==> src/common/prc_pkg.sv <==
// Purpose : Shared constants and types for the power and reset control block.
// Assumes : Registers are reached through the serial interface's internal register port.
// Notes   : Byte-wide registers at their printed addresses, one clock at 40 MHz.
`default_nettype none

package prc_pkg;

  // ----------------------------------------------------------------------
  // Register addresses
  // ----------------------------------------------------------------------
  localparam logic [6:0] PRC_ADDR_USER_CONTROL = 7'h6A;
  localparam logic [6:0] PRC_ADDR_POWER_MGMT_1 = 7'h6B;
  localparam logic [6:0] PRC_ADDR_POWER_MGMT_2 = 7'h6C;

  // ----------------------------------------------------------------------
  // Field positions
  // ----------------------------------------------------------------------
  localparam int PRC_UC_FIFO_ENABLE      = 6;
  localparam int PRC_UC_FIFO_RESET       = 2;
  localparam int PRC_UC_SIGNAL_CLEAR     = 0;
  localparam int PRC_PM1_DEVICE_RESET    = 7;
  localparam int PRC_PM1_SLEEP           = 6;
  localparam int PRC_PM1_CYCLE           = 5;
  localparam int PRC_PM1_GYRO_STANDBY    = 4;
  localparam int PRC_PM1_TEMP_OFF        = 3;
  localparam int PRC_PM1_CLOCK_SOURCE_SELECT_HI       = 2;
  localparam int PRC_PM2_ACCEL_HI        = 5;   // X at 5, Y at 4, Z at 3
  localparam int PRC_PM2_RATE_HI         = 2;   // X at 2, Y at 1, Z at 0

  // ----------------------------------------------------------------------
  // Reset values and writable masks
  // ----------------------------------------------------------------------
  localparam logic [7:0] PRC_RST_USER_CONTROL = 8'h00;
  localparam logic [7:0] PRC_RST_POWER_MGMT_1 = 8'h01;  // Clock source code 001
  localparam logic [7:0] PRC_RST_POWER_MGMT_2 = 8'h00;
  localparam logic [7:0] PRC_MASK_USER_CTRL   = 8'h40;  // Stored bits only
  localparam logic [7:0] PRC_MASK_POWER_MGMT_1 = 8'h7F;
  localparam logic [7:0] PRC_MASK_POWER_MGMT_2 = 8'h3F;

  // ----------------------------------------------------------------------
  // Timing
  // ----------------------------------------------------------------------
  localparam int PRC_CLK_PERIOD_PS   = 25000;  // 40 MHz reference clock
  localparam int PRC_FIFO_RST_PS     = 50000;  // One period of the 20 MHz clock
  localparam int PRC_FIFO_RST_CYC    = (PRC_FIFO_RST_PS + PRC_CLK_PERIOD_PS - 1)
                                       / PRC_CLK_PERIOD_PS;
  localparam int PRC_DEV_RST_CYC     = 8;
  localparam int PRC_SIG_RST_CYC     = 4;

  // ----------------------------------------------------------------------
  // Types
  // ----------------------------------------------------------------------
  typedef struct packed {
    logic       en;
    logic [6:0] addr;
    logic [7:0] data;
  } prc_reg_wr_s;

  typedef enum logic [3:0] {
    PRC_ST_RUN   = 4'b0001,
    PRC_ST_SLEEP = 4'b0010,
    PRC_ST_DOZE  = 4'b0100,
    PRC_ST_WAKE  = 4'b1000
  } prc_mode_e;

endpackage : prc_pkg

`default_nettype wire

==> src/verilog/prc_power_reset.sv <==
// Purpose : Power and reset control of a six-axis motion sensor: three control
//           registers, self-clearing resets, sleep, cycle, standby, axis enables.
// Assumes : Register port is the serial interface's internal byte port, synchronous.
// Notes   : Read data appears one cycle after the read strobe.
//
// Summary of operation
// FIFO enable bit gates FIFO operation and access
// FIFO reset bit pulses one 20 MHz period
// Signal clear resets all paths, clears data
// Device reset restores defaults, then self-clears
// Sleep bit puts the chip to sleep
// Cycle mode alternates doze and one accel sample
// Cycle with no accel axes wakes, no sample
// Gyro standby keeps drive, turns off sense
// Temperature off bit disables temperature sensor
// Clock source select resets to code 001
// Host keeps clock source code 001
// Accel axis off bits X, Y, Z
// Gyro axis off bits X, Y, Z
// Separate path resets leave sensor data intact
// Reserved bits read zero, writes ignored
// Self-clearing bits read one while busy
`default_nettype none

module prc_power_reset
  import prc_pkg::*;
#(
  parameter int DEV_RST_CYCLES = PRC_DEV_RST_CYC,
  parameter int SIG_RST_CYCLES = PRC_SIG_RST_CYC
) (
  input  wire logic        i_ref_clk,
  input  wire logic        i_arst_n,
  input  wire logic        i_clk_en,
  input  wire prc_reg_wr_s i_reg_wr,
  input  wire logic        i_reg_rd,
  input  wire logic [6:0]  i_reg_rd_addr,
  input  wire logic        i_sample_tick,
  input  wire logic        i_accel_path_reset_req,
  input  wire logic        i_temp_path_reset_req,
  output logic [7:0]       o_reg_rdata,
  output logic             o_reg_rvalid,
  output logic             o_fifo_enable,
  output logic             o_fifo_reset,
  output logic             o_device_reset,
  output logic             o_gyro_path_reset,
  output logic             o_accel_path_reset,
  output logic             o_temp_path_reset,
  output logic             o_sensor_data_clear,
  output logic             o_sleep_mode,
  output logic             o_wake_pulse,
  output logic             o_accel_sample_req,
  output logic             o_gyro_drive_en,
  output logic [2:0]       o_gyro_sense_en,
  output logic [2:0]       o_accel_en,
  output logic             o_temp_sensor_en,
  output logic [2:0]       o_clock_source_select
);

  // ----------------------------------------------------------------------
  // Functions
  // ----------------------------------------------------------------------

  // Counts a busy timer down and stops at zero
  function automatic logic [7:0] prc_dec(input logic [7:0] cnt);
    prc_dec = (cnt == 8'h00) ? 8'h00 : cnt - 8'h01;
  endfunction : prc_dec

  // State to rest in when no wake is due
  function automatic prc_mode_e prc_rest(input logic sleep, input logic cyc_ok);
    if (sleep) begin
      prc_rest = PRC_ST_SLEEP;
    end else if (cyc_ok) begin
      prc_rest = PRC_ST_DOZE;
    end else begin
      prc_rest = PRC_ST_RUN;
    end
  endfunction : prc_rest

  // ----------------------------------------------------------------------
  // Storage
  // ----------------------------------------------------------------------
  localparam logic [7:0] FIFO_LOAD = 8'(PRC_FIFO_RST_CYC);
  localparam logic [7:0] DEV_LOAD  = 8'(DEV_RST_CYCLES);
  localparam logic [7:0] SIG_LOAD  = 8'(SIG_RST_CYCLES);

  logic       fifo_en_q;
  logic [6:0] pm1_q;
  logic [5:0] pm2_q;
  logic [7:0] fifo_cnt_q;
  logic [7:0] dev_cnt_q;
  logic [7:0] sig_cnt_q;
  prc_mode_e  mode_q;
  prc_mode_e  mode_d;

  logic       dev_busy;
  logic       fifo_busy;
  logic       sig_busy;
  logic       wr_uc;
  logic       wr_pm1;
  logic       wr_pm2;
  logic       cyc_ok;
  logic       accel_any;

  // Decode of write strobes; writes are ignored during a device reset
  assign dev_busy  = (dev_cnt_q != 8'h00);
  assign fifo_busy = (fifo_cnt_q != 8'h00);
  assign sig_busy  = (sig_cnt_q != 8'h00);
  assign wr_uc     = i_reg_wr.en && !dev_busy && (i_reg_wr.addr == PRC_ADDR_USER_CONTROL);
  assign wr_pm1    = i_reg_wr.en && !dev_busy && (i_reg_wr.addr == PRC_ADDR_POWER_MGMT_1);
  assign wr_pm2    = i_reg_wr.en && !dev_busy && (i_reg_wr.addr == PRC_ADDR_POWER_MGMT_2);

  // Cycle mode only counts when neither sleep nor gyro standby is set
  assign cyc_ok    = pm1_q[PRC_PM1_CYCLE] && !pm1_q[PRC_PM1_SLEEP]
                     && !pm1_q[PRC_PM1_GYRO_STANDBY];
  assign accel_any = ~&pm2_q[PRC_PM2_ACCEL_HI -: 3];

  // ----------------------------------------------------------------------
  // Control registers
  // ----------------------------------------------------------------------

  // User control: only the FIFO enable bit is stored; reset bits live in timers
  always_ff @(posedge i_ref_clk or negedge i_arst_n) begin
    if (!i_arst_n) begin
      fifo_en_q <= PRC_RST_USER_CONTROL[PRC_UC_FIFO_ENABLE];
    end else if (i_clk_en) begin
      if (dev_busy) begin
        fifo_en_q <= PRC_RST_USER_CONTROL[PRC_UC_FIFO_ENABLE];
      end else if (wr_uc) begin
        fifo_en_q <= i_reg_wr.data[PRC_UC_FIFO_ENABLE];
      end
    end
  end

  // Power management one: mode bits and clock source select
  always_ff @(posedge i_ref_clk or negedge i_arst_n) begin
    if (!i_arst_n) begin
      pm1_q <= PRC_RST_POWER_MGMT_1[6:0];
    end else if (i_clk_en) begin
      if (dev_busy) begin
        pm1_q <= PRC_RST_POWER_MGMT_1[6:0];
      end else if (wr_pm1) begin
        pm1_q <= i_reg_wr.data[6:0] & PRC_MASK_POWER_MGMT_1[6:0];
      end
    end
  end

  // Power management two: per-axis off bits, reserved bits never stored
  always_ff @(posedge i_ref_clk or negedge i_arst_n) begin
    if (!i_arst_n) begin
      pm2_q <= PRC_RST_POWER_MGMT_2[5:0];
    end else if (i_clk_en) begin
      if (dev_busy) begin
        pm2_q <= PRC_RST_POWER_MGMT_2[5:0];
      end else if (wr_pm2) begin
        pm2_q <= i_reg_wr.data[5:0] & PRC_MASK_POWER_MGMT_2[5:0];
      end
    end
  end

  // ----------------------------------------------------------------------
  // Self-clearing reset timers
  // ----------------------------------------------------------------------

  // Device reset: a write of one loads the timer; writes while it runs are ignored
  always_ff @(posedge i_ref_clk or negedge i_arst_n) begin
    if (!i_arst_n) begin
      dev_cnt_q <= 8'h00;
    end else if (i_clk_en) begin
      if (wr_pm1 && i_reg_wr.data[PRC_PM1_DEVICE_RESET]) begin
        dev_cnt_q <= DEV_LOAD;
      end else begin
        dev_cnt_q <= prc_dec(dev_cnt_q);
      end
    end
  end

  // FIFO reset: held for one 20 MHz period, then clears itself
  always_ff @(posedge i_ref_clk or negedge i_arst_n) begin
    if (!i_arst_n) begin
      fifo_cnt_q <= 8'h00;
    end else if (i_clk_en) begin
      if (dev_busy) begin
        fifo_cnt_q <= 8'h00;
      end else if (wr_uc && i_reg_wr.data[PRC_UC_FIFO_RESET]) begin
        fifo_cnt_q <= FIFO_LOAD;
      end else begin
        fifo_cnt_q <= prc_dec(fifo_cnt_q);
      end
    end
  end

  // Full signal clear: resets all three paths and the data registers
  always_ff @(posedge i_ref_clk or negedge i_arst_n) begin
    if (!i_arst_n) begin
      sig_cnt_q <= 8'h00;
    end else if (i_clk_en) begin
      if (dev_busy) begin
        sig_cnt_q <= 8'h00;
      end else if (wr_uc && i_reg_wr.data[PRC_UC_SIGNAL_CLEAR]) begin
        sig_cnt_q <= SIG_LOAD;
      end else begin
        sig_cnt_q <= prc_dec(sig_cnt_q);
      end
    end
  end

  // ----------------------------------------------------------------------
  // Power mode sequencer
  // ----------------------------------------------------------------------

  // Next mode; a wake lasts exactly one cycle before dozing again
  always_comb begin
    mode_d = mode_q;
    case (mode_q)
      PRC_ST_RUN: begin
        mode_d = prc_rest(pm1_q[PRC_PM1_SLEEP], cyc_ok);
      end
      PRC_ST_SLEEP: begin
        mode_d = prc_rest(pm1_q[PRC_PM1_SLEEP], cyc_ok);
      end
      PRC_ST_DOZE: begin
        if (cyc_ok && i_sample_tick) begin
          mode_d = PRC_ST_WAKE;
        end else begin
          mode_d = prc_rest(pm1_q[PRC_PM1_SLEEP], cyc_ok);
        end
      end
      PRC_ST_WAKE: begin
        mode_d = prc_rest(pm1_q[PRC_PM1_SLEEP], cyc_ok);
      end
      default: begin
        mode_d = PRC_ST_RUN;
      end
    endcase
  end

  // Mode register
  always_ff @(posedge i_ref_clk or negedge i_arst_n) begin
    if (!i_arst_n) begin
      mode_q <= PRC_ST_RUN;
    end else if (i_clk_en) begin
      mode_q <= mode_d;
    end
  end

  // ----------------------------------------------------------------------
  // Power and reset outputs
  // ----------------------------------------------------------------------

  // Reset lines follow the busy timers; registered to keep them glitch free
  always_ff @(posedge i_ref_clk or negedge i_arst_n) begin
    if (!i_arst_n) begin
      o_fifo_enable       <= 1'b0;
      o_fifo_reset        <= 1'b0;
      o_device_reset      <= 1'b0;
      o_gyro_path_reset   <= 1'b0;
      o_accel_path_reset  <= 1'b0;
      o_temp_path_reset   <= 1'b0;
      o_sensor_data_clear <= 1'b0;
    end else if (i_clk_en) begin
      o_fifo_enable       <= fifo_en_q;
      o_fifo_reset        <= fifo_busy;
      o_device_reset      <= dev_busy;
      o_gyro_path_reset   <= sig_busy;
      // Separate path requests touch only their own path, never the data
      o_accel_path_reset  <= sig_busy || i_accel_path_reset_req;
      o_temp_path_reset   <= sig_busy || i_temp_path_reset_req;
      o_sensor_data_clear <= sig_busy;
    end
  end

  // Analog enables: one cycle behind the mode, which the front end tolerates
  always_ff @(posedge i_ref_clk or negedge i_arst_n) begin
    if (!i_arst_n) begin
      o_sleep_mode          <= 1'b0;
      o_wake_pulse          <= 1'b0;
      o_accel_sample_req    <= 1'b0;
      o_gyro_drive_en       <= 1'b0;
      o_gyro_sense_en       <= 3'h0;
      o_accel_en            <= 3'h0;
      o_temp_sensor_en      <= 1'b0;
      o_clock_source_select <= PRC_RST_POWER_MGMT_1[2:0];
    end else if (i_clk_en) begin
      o_sleep_mode       <= (mode_q != PRC_ST_RUN) && (mode_q != PRC_ST_WAKE);
      o_wake_pulse       <= (mode_q == PRC_ST_WAKE);
      o_accel_sample_req <= (mode_q == PRC_ST_WAKE) && accel_any;
      // Drive and PLL stay up in standby so the gyros restart quickly
      o_gyro_drive_en    <= (mode_q == PRC_ST_RUN);
      if ((mode_q == PRC_ST_RUN) && !pm1_q[PRC_PM1_GYRO_STANDBY]) begin
        o_gyro_sense_en  <= ~pm2_q[PRC_PM2_RATE_HI -: 3];
      end else begin
        o_gyro_sense_en  <= 3'h0;
      end
      if ((mode_q == PRC_ST_RUN) || (mode_q == PRC_ST_WAKE)) begin
        o_accel_en       <= ~pm2_q[PRC_PM2_ACCEL_HI -: 3];
      end else begin
        o_accel_en       <= 3'h0;
      end
      o_temp_sensor_en   <= (mode_q == PRC_ST_RUN) && !pm1_q[PRC_PM1_TEMP_OFF];
      // The host is expected to leave code 001 here for full gyro accuracy
      o_clock_source_select <= pm1_q[PRC_PM1_CLOCK_SOURCE_SELECT_HI -: 3];
    end
  end

  // ----------------------------------------------------------------------
  // Read path
  // ----------------------------------------------------------------------

  // Registered read; reserved bits and unmapped addresses return zero
  always_ff @(posedge i_ref_clk or negedge i_arst_n) begin
    if (!i_arst_n) begin
      o_reg_rdata  <= 8'h00;
      o_reg_rvalid <= 1'b0;
    end else if (i_clk_en) begin
      o_reg_rvalid <= i_reg_rd;
      if (i_reg_rd) begin
        case (i_reg_rd_addr)
          PRC_ADDR_USER_CONTROL: begin
            o_reg_rdata <= {1'b0, fifo_en_q, 3'h0, fifo_busy, 1'b0, sig_busy};
          end
          PRC_ADDR_POWER_MGMT_1: begin
            o_reg_rdata <= {dev_busy, pm1_q};
          end
          PRC_ADDR_POWER_MGMT_2: begin
            o_reg_rdata <= {2'h0, pm2_q};
          end
          default: begin
            o_reg_rdata <= 8'h00;
          end
        endcase
      end
    end
  end

endmodule : prc_power_reset

`default_nettype wire
==> config.mk <==
export PLATFORM = sky130hd
export DESIGN_NAME = prc_power_reset
export DESIGN_NICKNAME = d
export VERILOG_FILES = /design/src/common/prc_pkg.sv /design/src/verilog/prc_power_reset.sv
export SDC_FILE = /design/constraint.sdc
export NUM_CORES = 1
export LEC_CHECK = 0
export ABC_AREA = 1
export BUFFER_PORTS_ARGS = -buffer_cell sky130_fd_sc_hd__buf_2
export CAP_MARGIN = 20
export CORE_ASPECT_RATIO = 1.2
export CORE_MARGIN = 2
export CORE_UTILIZATION = 50
export DETAILED_ROUTE_END_ITERATION = 7
export PLACE_DENSITY_LB_ADDON = 0.12
export SLEW_MARGIN = 0
export SYNTH_ARGS = -nofsm -noshare
export SYNTH_HDL_FRONTEND = slang
export SYNTH_SLANG_ARGS = --single-unit
==> constraint.sdc <==
create_clock -name i_ref_clk -period 1.5 [get_ports i_ref_clk]
set_input_delay 0.15 -clock i_ref_clk [delete_from_list [all_inputs] [get_ports i_ref_clk]]
set_output_delay 0.15 -clock i_ref_clk [all_outputs]
set_load 0.02 [all_outputs]
# ---- Word-level counts from Yosys, hierarchy flattened
# Cells that the tools add are included.
dict set report totals {
  word_cells 98
  mem_bits_ro 0
  register_bits 71
  memories 0
  ram_bits 0
  latch_bits 0
}
dict set report classes {
  n_shift 0
  mul 0
  magnitude_cmp 0
  n_eq_ne 12
  bitwise_logic 2
  mux 21
  addsub 3
  reduce_logical 37
  div_mod_pow 0
}
# op n
set op_table {}
lappend op_table {{$mux 8} 8}
lappend op_table {{$eq 7x7->1 const B} 6}
lappend op_table {{$logic_not 8->1} 3}
lappend op_table {{$pmux 8 s3} 1}
lappend op_table {{$reduce_bool 8->1} 3}
lappend op_table {{$sub 8x1->8 const B} 3}
lappend op_table {{$logic_and 1x1->1} 14}
lappend op_table {{$mux 7} 2}
lappend op_table {{$mux 6} 2}
lappend op_table {{$mux 3} 3}
lappend op_table {{$mux 4} 2}
lappend op_table {{$pmux 4 s2} 1}
lappend op_table {{$reduce_and 2->1} 4}
lappend op_table {{$not 3->3} 2}
lappend op_table {{$reduce_bool 2->1} 3}
lappend op_table {{$logic_not 1->1} 5}
lappend op_table {{$eq 4x1->1 const B} 1}
lappend op_table {{$eq 4x2->1 const B} 1}
lappend op_table {{$eq 4x3->1 const B} 1}
lappend op_table {{$eq 4x4->1 const B} 1}
lappend op_table {{$ne 4x1->1 const B} 1}
lappend op_table {{$ne 4x4->1 const B} 1}
lappend op_table {{$logic_or 1x1->1} 3}
lappend op_table {{$reduce_and 3->1} 1}
lappend op_table {{other kinds (2)} 3}

# ---- Logic depth before layout (Yosys ltp)
# Gate-level depths: netlist of run 1.
dict set report depth {
  ltp_word 7
  ltp_mapped 10
  ltp_nobuf 10
}

# ---- Worst setup path after synthesis of run 1
# Ideal clock, no wire load.
dict set report synth_path {
  path_type {reg2reg}
  start {register dev_cnt_q[0]}
  end {register pm1_q[1]}
  required_time_ns 1.435
  path_stages_with_launch 11
  setup_time_ns 0.065
  t_arrival_ns 1.451
  slack_ns -0.016
  cell_sequence {dfrtp_1 inv_1 ha_1 nand3_2 nor2_8 nand2_2 nor2_4 nand2_2 nand2_2 nand2_1 nand2_1}
}
dict set report synth_between {
  elab_chain_cells 6
}
# element line_no
set synth_rtl {}
lappend synth_rtl {{from (decl)} prc_power_reset.sv:90} ;# logic [7:0] dev_cnt_q;
lappend synth_rtl {{from (signal assigned)} prc_power_reset.sv:172} ;# dev_cnt_q <= prc_dec(dev_cnt_q);
lappend synth_rtl {{$reduce_bool 8->1 *} prc_power_reset.sv:105} ;# assign dev_busy = (dev_cnt_q != 8'h00);
lappend synth_rtl {{$logic_not 1->1} prc_power_reset.sv:109} ;# assign wr_pm1 = i_reg_wr.en && !dev_busy && (i_reg_wr.addr == PRC_ADDR_POWER_MGMT_1);
lappend synth_rtl {{$logic_and 1x1->1 (2 in a row)} prc_power_reset.sv:109}
lappend synth_rtl {{$reduce_bool 2->1 (no source line)} -}
lappend synth_rtl {{$reduce_and 2->1 (no source line)} -}
lappend synth_rtl {{to (signal assigned)} prc_power_reset.sv:137} ;# pm1_q <= PRC_RST_POWER_MGMT_1[6:0];
lappend synth_rtl {{to (signal assigned)} prc_power_reset.sv:140} ;# pm1_q <= PRC_RST_POWER_MGMT_1[6:0];
lappend synth_rtl {{to (signal assigned)} prc_power_reset.sv:142} ;# pm1_q <= i_reg_wr.data[6:0] & PRC_MASK_POWER_MGMT_1[6:0];
lappend synth_rtl {{to (decl)} prc_power_reset.sv:87} ;# logic [6:0] pm1_q;
# Mark *: on every way between the ends. The rest lies on a longest branch, timed or not.
# A chain may end at the register's enable or synchronous reset.

# ---- Worst setup path in the final report of run 1
dict set report layout_path {
  start {register dev_cnt_q[1]}
  end {register pm1_q[4]}
}
# Same word-level chain as after synthesis.

==> results of run 1 <==
==> through the flow <==
stage	total power [uW]	setup WS [ps]	cell area, um^2	utilization (%)	cells
after floorplan	3660	3.91	3630	-	473
after global placement	4360	-22.0	4260	59.6	644
after detailed placement	4410	-90.8	4260	59.6	644
after CTS	6130	3.31	4540	63.5	664
after global routing	6720	-109	4680	65.5	666
final	6320	11.8	4680	65.5	666
==> flip-flops by register name, summed over array words and instances, names as in the netlist, 3 cells and up <==
name and flops:
fifo_cnt_q 8, o_reg_rdata 8, dev_cnt_q 8, pm2_q 6, o_gyro_sense_en 3, mode_q 4
sig_cnt_q 8, pm1_q 7, o_clock_source_select 3, o_accel_en 3
==> routing by layer <==
metal  share of wire, %  track usage (%)  vias to the layer above  routed length (um)
li1                   -                -                     1712                   -
met4                2.3             9.87                        0                 214
met3                4.2             3.72                       16                 389
met2                 49             40.2                       90                4470
met5                  0                0                        -                   0
met1                 45             32.3                     1647                4130
==> area by class of cell <==
cell class | instances | area [um^2]
Sequential cell | 71 | 1780
Fill cell | 618 | 2460
Multi-Input combinational cell | 344 | 1780
Tap cell | 90 | 113
Clock buffer | 13 | 169
Timing Repair Buffer | 98 | 623
Inverter | 47 | 179
Clock inverter | 3 | 40.0
==> cell usage after synthesis (all sizes together) <==
cell type and instances:
inv 47, nor4 1, nand4 18, clkbuf 5, nand2 175, nor2 52
o211ai 1, xor2 8, o31ai 1, nor3 3, and3 1, o21ai 36
nand3 28, a21oi 7, a22oi 1, ha 3, buf 7, nand3b 1
dfrtp 68, o21a 1, o22ai 3, xnor2 2, a21boi 1, dfstp 3
==> kinds of logic (layout without fill, tap and decap cells) <==
group                      Yosys count  count (layout)  share of synthesized area (%)
AOI/OAI and AO/OA                   51              51                           7.49
xor gates and xnor gates            10              10                           2.42
adders and majority gates            3               3                           1.04
buffers and inverters               59             161                           6.42
DFF                                 71              71                           49.1
and+or+nand+nor                    279             280                           33.5
==> repair_timing <==
item,4_1_cts,5_1_grt
buffers inserted,2,2
setup endpoints to repair,24,40
gates resized for setup,7,47
endpoints found under the hold margin,68,0
hold buffers,1,0
cloned,1,0
pin swaps,3,10
==> power groups by stage <==
stage	Clock, uW	Combinational [uW]	Sequential [uW]
after floorplan	0	1140	2520
after global placement	0	1980	2390
after detailed placement	0	2010	2400
after CTS	1630	2140	2360
after global routing	1710	2610	2410
final	1610	2340	2370
==> worst min path at each step <==
stage	start	end	slack (ps)	depth (start not counted)
2_1_floorplan	i_arst_n	dev_cnt_q[0]	-150	0
3_3_place_gp	i_arst_n	fifo_cnt_q[2]	5	1
3_5_place_dp	i_arst_n	fifo_cnt_q[2]	7	1
4_1_cts	i_sample_tick	mode_q[3]	30	3
5_1_grt	i_sample_tick	mode_q[3]	40	3
6_report	i_sample_tick	mode_q[3]	40	3
==> worst max-delay path, stage by stage, from the launching register on <==
cell	delay, ps
dfrtp_1	380
inv_2	80
ha_4	140
nand3_4	110
nor2_8	180
buf_4	130
inv_1	110
nor2_2	140
nand2_1	80
nand2_1	70
==> flow_summary.yaml, run 1 <==
drt:
  viasPerCell: 5.20
  drtIter0Drc: 213
  wl_per_cell_um: 13.8
  drc: 0
  vias: 3465
  antenna_left: 0
  wl_um: 9210
  firstDrtPassIters: 4
timing:
  hold_viol: 0
  setup-violations-final: 0
  final_max_slew_viol_count: 0
  fin_setup_tns_ps: 0
  fmaxAchievable_mhz: 672
  finClkSkew_ps: 7.10
  final.min_clock_period_ps: 1490
  tightest_slew_ps: 443
  period_share_pct: 99.2
  slew_headroom_pct: 70.4
  hold_ws_ps: 43.2
  rsz0062_at_grt: "true"
clock_tree:
  cts_buffers: 9
  clk_path_buf_depth: 2
  h-tree-depth: 3
  insertion_delay_ps: 350
  clk_pin_slew_ps: 80
  tritoncts: "built"
  cts_root_buf: "clkbuf_8"
  cts.sinks: 71
grt:
  grt_max_degree: 31
  antenna_found_initial: 0
  grt_first_pass_wirelength_um: 14900
  grt.overflow.total: 0
  grt_pass1_vias: 3329
  grt_usage_pct: 24.6
logic_synthesis:
  yosys.area.top_type: "dfrtp_1"
  yosysWarnings: 0
  synth-seq-area-share_pct: 49.1
  ys_types: 33
  synth_area_leaders: "dfrtp_1, nand2_1, nor2_1"
  synth.net_count: 506
  syn_area_per_cell_um2: 7.67
  syn_area_um2: 3630
  synth_top_cell_area_share_pct: 46.9
  ys_ff_latch: 71
  synthCells: 473
worst_setup_path:
  start_kind: "flip-flop"
  cp-endpoint: "pm1_q[4]"
  reg2reg_depth: 9
  cp-startpoint: "dev_cnt_q[1]"
  crit_required_ps: 1780
  cp-end-kind: "flip-flop"
  path_max_fanout: 5
  r2r-start: "dev_cnt_q[1]"
  r2r-end: "pm1_q[4]"
  critPathArrivalTime_ps: 1770
  path_class: "flip-flop to flip-flop"
  rrSetupSlack_ps: 10
power_and_ir_drop:
  p_sw_uw: 2280
  switching_share_pct: 36.1
  p_seq_share_pct: 37.5
  power_density_nw_per_um2: 1350
  pwr-share-comb_pct: 37.0
  vdd_drop_max_uv: 721
  internal-power_uw: 4040
  clkPwrFrac_pct: 25.5
  leakagePower_uw: 0.00252
layout:
  final_common_cell: "nand2_1"
  final_cell_mix: "nand2_1, dfrtp_1, buf_2"
  drive_gt1_share_pct: 28.5
  synthToLayoutAreaGrowth_pct: 29.2
  nets: 604
  diodes: 0
placed_design:
  io_buffers: 59
  gp_congestion: 0.895
  dpl.hpwl_um: 6720
die:
  die-area_um2: 7950
  io_pins: 60
  core_um2: 7150
  die_w_um: 81.7
  num_rows: 34
  start_util_pct: 50.7
  die_h_um: 97.3
hold_path:
  hold_class: "primary input to flip-flop"
status:
  status: "finished, final reports clean"
job:
  cap_violations: 0
No activity file was read; power rests on OpenSTA's default activity.
==> inputs of run 2 (changes only) <==
==> constraint.sdc (replaced) <==
create_clock -name i_ref_clk -period 1.4 [get_ports i_ref_clk]
set_input_delay 0.14 -clock i_ref_clk [delete_from_list [all_inputs] [get_ports i_ref_clk]]
set_output_delay 0.14 -clock i_ref_clk [all_outputs]
set_load 0.02 [all_outputs]
==> run 2 against run 1 <==
Register-to-register slack worse by 100 ps. Highest routed layer unchanged. Sequential share of layout area down 1.3 points. Critical path depth down 1. Routed wire length up 4.7%. Design area up 3.4%. Flip-flop and latch count unchanged. Clock-buffer cell count down 3. Maximum frequency down 0.33%. Setup slack worse by 100 ps. Cell count up 2.1%. The run now ends with setup timing left.
==> flow_summary.yaml, run 2 (synthesis gave the netlist of run 1 again) <==
worst_setup_path:
  cp-end-kind: "flip-flop"
  crit_required_ps: 1660
  start_kind: "flip-flop"
  path_class: "flip-flop to flip-flop"
  critPathArrivalTime_ps: 1750
  path_max_fanout: 5
clock_tree:
  cts.sinks: 71
  clk_pin_slew_ps: 80
  cts_root_buf: "clkbuf_8"
  cts_buffers: 9
  h-tree-depth: 3
  insertion_delay_ps: 350
  clk_path_buf_depth: 2
  tritoncts: "built"
drt:
  antenna_left: 0
  firstDrtPassIters: 4
  viasPerCell: 5.17
  drc: 0
  drtIter0Drc: 134
  vias: 3517
  wl_per_cell_um: 14.2
  wl_um: 9640
timing:
  rsz0062_at_grt: "true"
  tightest_slew_ps: 560
  setup-violations-final: 22
  hold_viol: 0
  period_share_pct: 107
  fmaxAchievable_mhz: 670
  hold_ws_ps: 25.7
  slew_headroom_pct: 62.4
  finClkSkew_ps: 10.5
  worst_slack_ps: -93.2
  final_max_slew_viol_count: 0
  final.min_clock_period_ps: 1490
layout:
  final_cell_mix: "nand2_1, dfrtp_1, buf_2"
  diodes: 0
  drive_gt1_share_pct: 33.4
  final_util_pct: 67.8
  final_common_cell: "nand2_1"
  nets: 618
  synthToLayoutAreaGrowth_pct: 33.6
die:
  num_rows: 34
  die-area_um2: 7950
  io_pins: 60
  die_h_um: 97.3
  core_um2: 7150
  die_w_um: 81.7
  start_util_pct: 50.7
grt:
  globalRouteMet2Util_pct: 41.6
  top_usage_layer: "met2"
  grt_first_pass_wirelength_um: 15300
  use_met3_pct: 4.46
  grt_util_met1_pct: 32.9
  grt_max_degree: 72
  grt.overflow.total: 0
  grt_pass1_vias: 3378
  grt_usage_pct: 25.2
  antenna_found_initial: 0
power_and_ir_drop:
  p_sw_uw: 2640
  p_seq_share_pct: 37.4
  pwr-share-comb_pct: 41.4
  power_density_nw_per_um2: 1410
  internal-power_uw: 4200
  leakagePower_uw: 0.00260
  switching_share_pct: 38.6
  vdd_drop_max_uv: 911
  clkPwrFrac_pct: 21.2
status:
  status: "complete, but fails checks"
  violations: "setup timing"
placed_design:
  io_buffers: 59
  dpl.hpwl_um: 6620
  gp_congestion: 0.859
job:
  cap_violations: 0
hold_path:
  hold_class: "primary input to flip-flop"
[run 2: cell count changes in the layout (fill, tap and decap cells not counted), moves of 4 or more]
cell,previous run,this run
buf_4,34,45
inv_2,5,10
nand2_1,164,160
o21ai_0,24,19
inv_1,41,36
[run 2: power groups by stage]
| stage | Combinational (uW) | Clock, uW | Sequential [uW] |
|---|---|---|---|
| global route | 3090 | 1570 | 2600 |
| CTS | 2470 | 1470 | 2540 |
| finish | 2830 | 1450 | 2560 |
| global placement | 2180 | 0 | 2570 |
| detailed placement | 2230 | 0 | 2570 |
| floorplan | 1260 | 0 | 2700 |
[run 2: routing by layer]
layer	vias up	share of wire, %
li1	1736	-
met3	11	3.2
met2	59	53
met4	0	1.7
met5	-	0
met1	1711	42
[run 2: final cells by class]
cell class                 instances  area, um^2
fill                             608        2300
inverter                          47         179
timing repair buffer             112         739
sequential                        71        1780
multi-input combinational        344        1870
clock inverter                     6        37.5
clock buffer                      10         128
tap                               90         113
[run 2: path summary, 6_finish.rpt]
check                               from            endpoint  slack [ps]  depth (start not counted)
min in group asynchronous       i_arst_n       fifo_cnt_q[2]         320                          3
hold / removal             i_sample_tick           mode_q[3]          30                          3
setup reg to reg            dev_cnt_q[2]        dev_cnt_q[3]         -90                          8
max in group asynchronous       i_arst_n            pm1_q[0]         720                          3
hold reg to reg                 pm2_q[2]  o_gyro_sense_en[2]         470                          1
setup / recovery            dev_cnt_q[2]        dev_cnt_q[3]         -90                          8
[run 2: through the flow]
stage / TNS, ps / cells / area, um^2 / worst slack, ps / power (uW)
after floorplan: 0 / 473 / 3660 / 10.7 / 3970
after global placement: -913 / 650 / 4330 / -67.8 / 4750
after detailed placement: -1860 / 650 / 4330 / -102 / 4810
after CTS: -806 / 673 / 4640 / -70.4 / 6480
after global routing: -3320 / 680 / 4840 / -157 / 7250
final: -851 / 680 / 4840 / -93.2 / 6830
[run 2: worst max-delay path: stages, from the launching register on]
cell	delay (ps)
dfrtp_1	430
nor2_4	140
nand2_2	130
nor2_8	190
nand2_2	80
nor2_4	120
buf_4	130
nand3_2	60
o211ai_1	110
[run 2: what timing repair did]
| action | 4_1_cts | 5_1_grt |
|---|---|---|
| hold buffers | 1 | 0 |
| hold endpoints to repair | 68 | 0 |
| pin swaps | 8 | 23 |
| setup buffers | 5 | 10 |
| gates resized for setup | 26 | 52 |
| cloned | 1 | 0 |
| setup endpoints to repair | 39 | 52 |
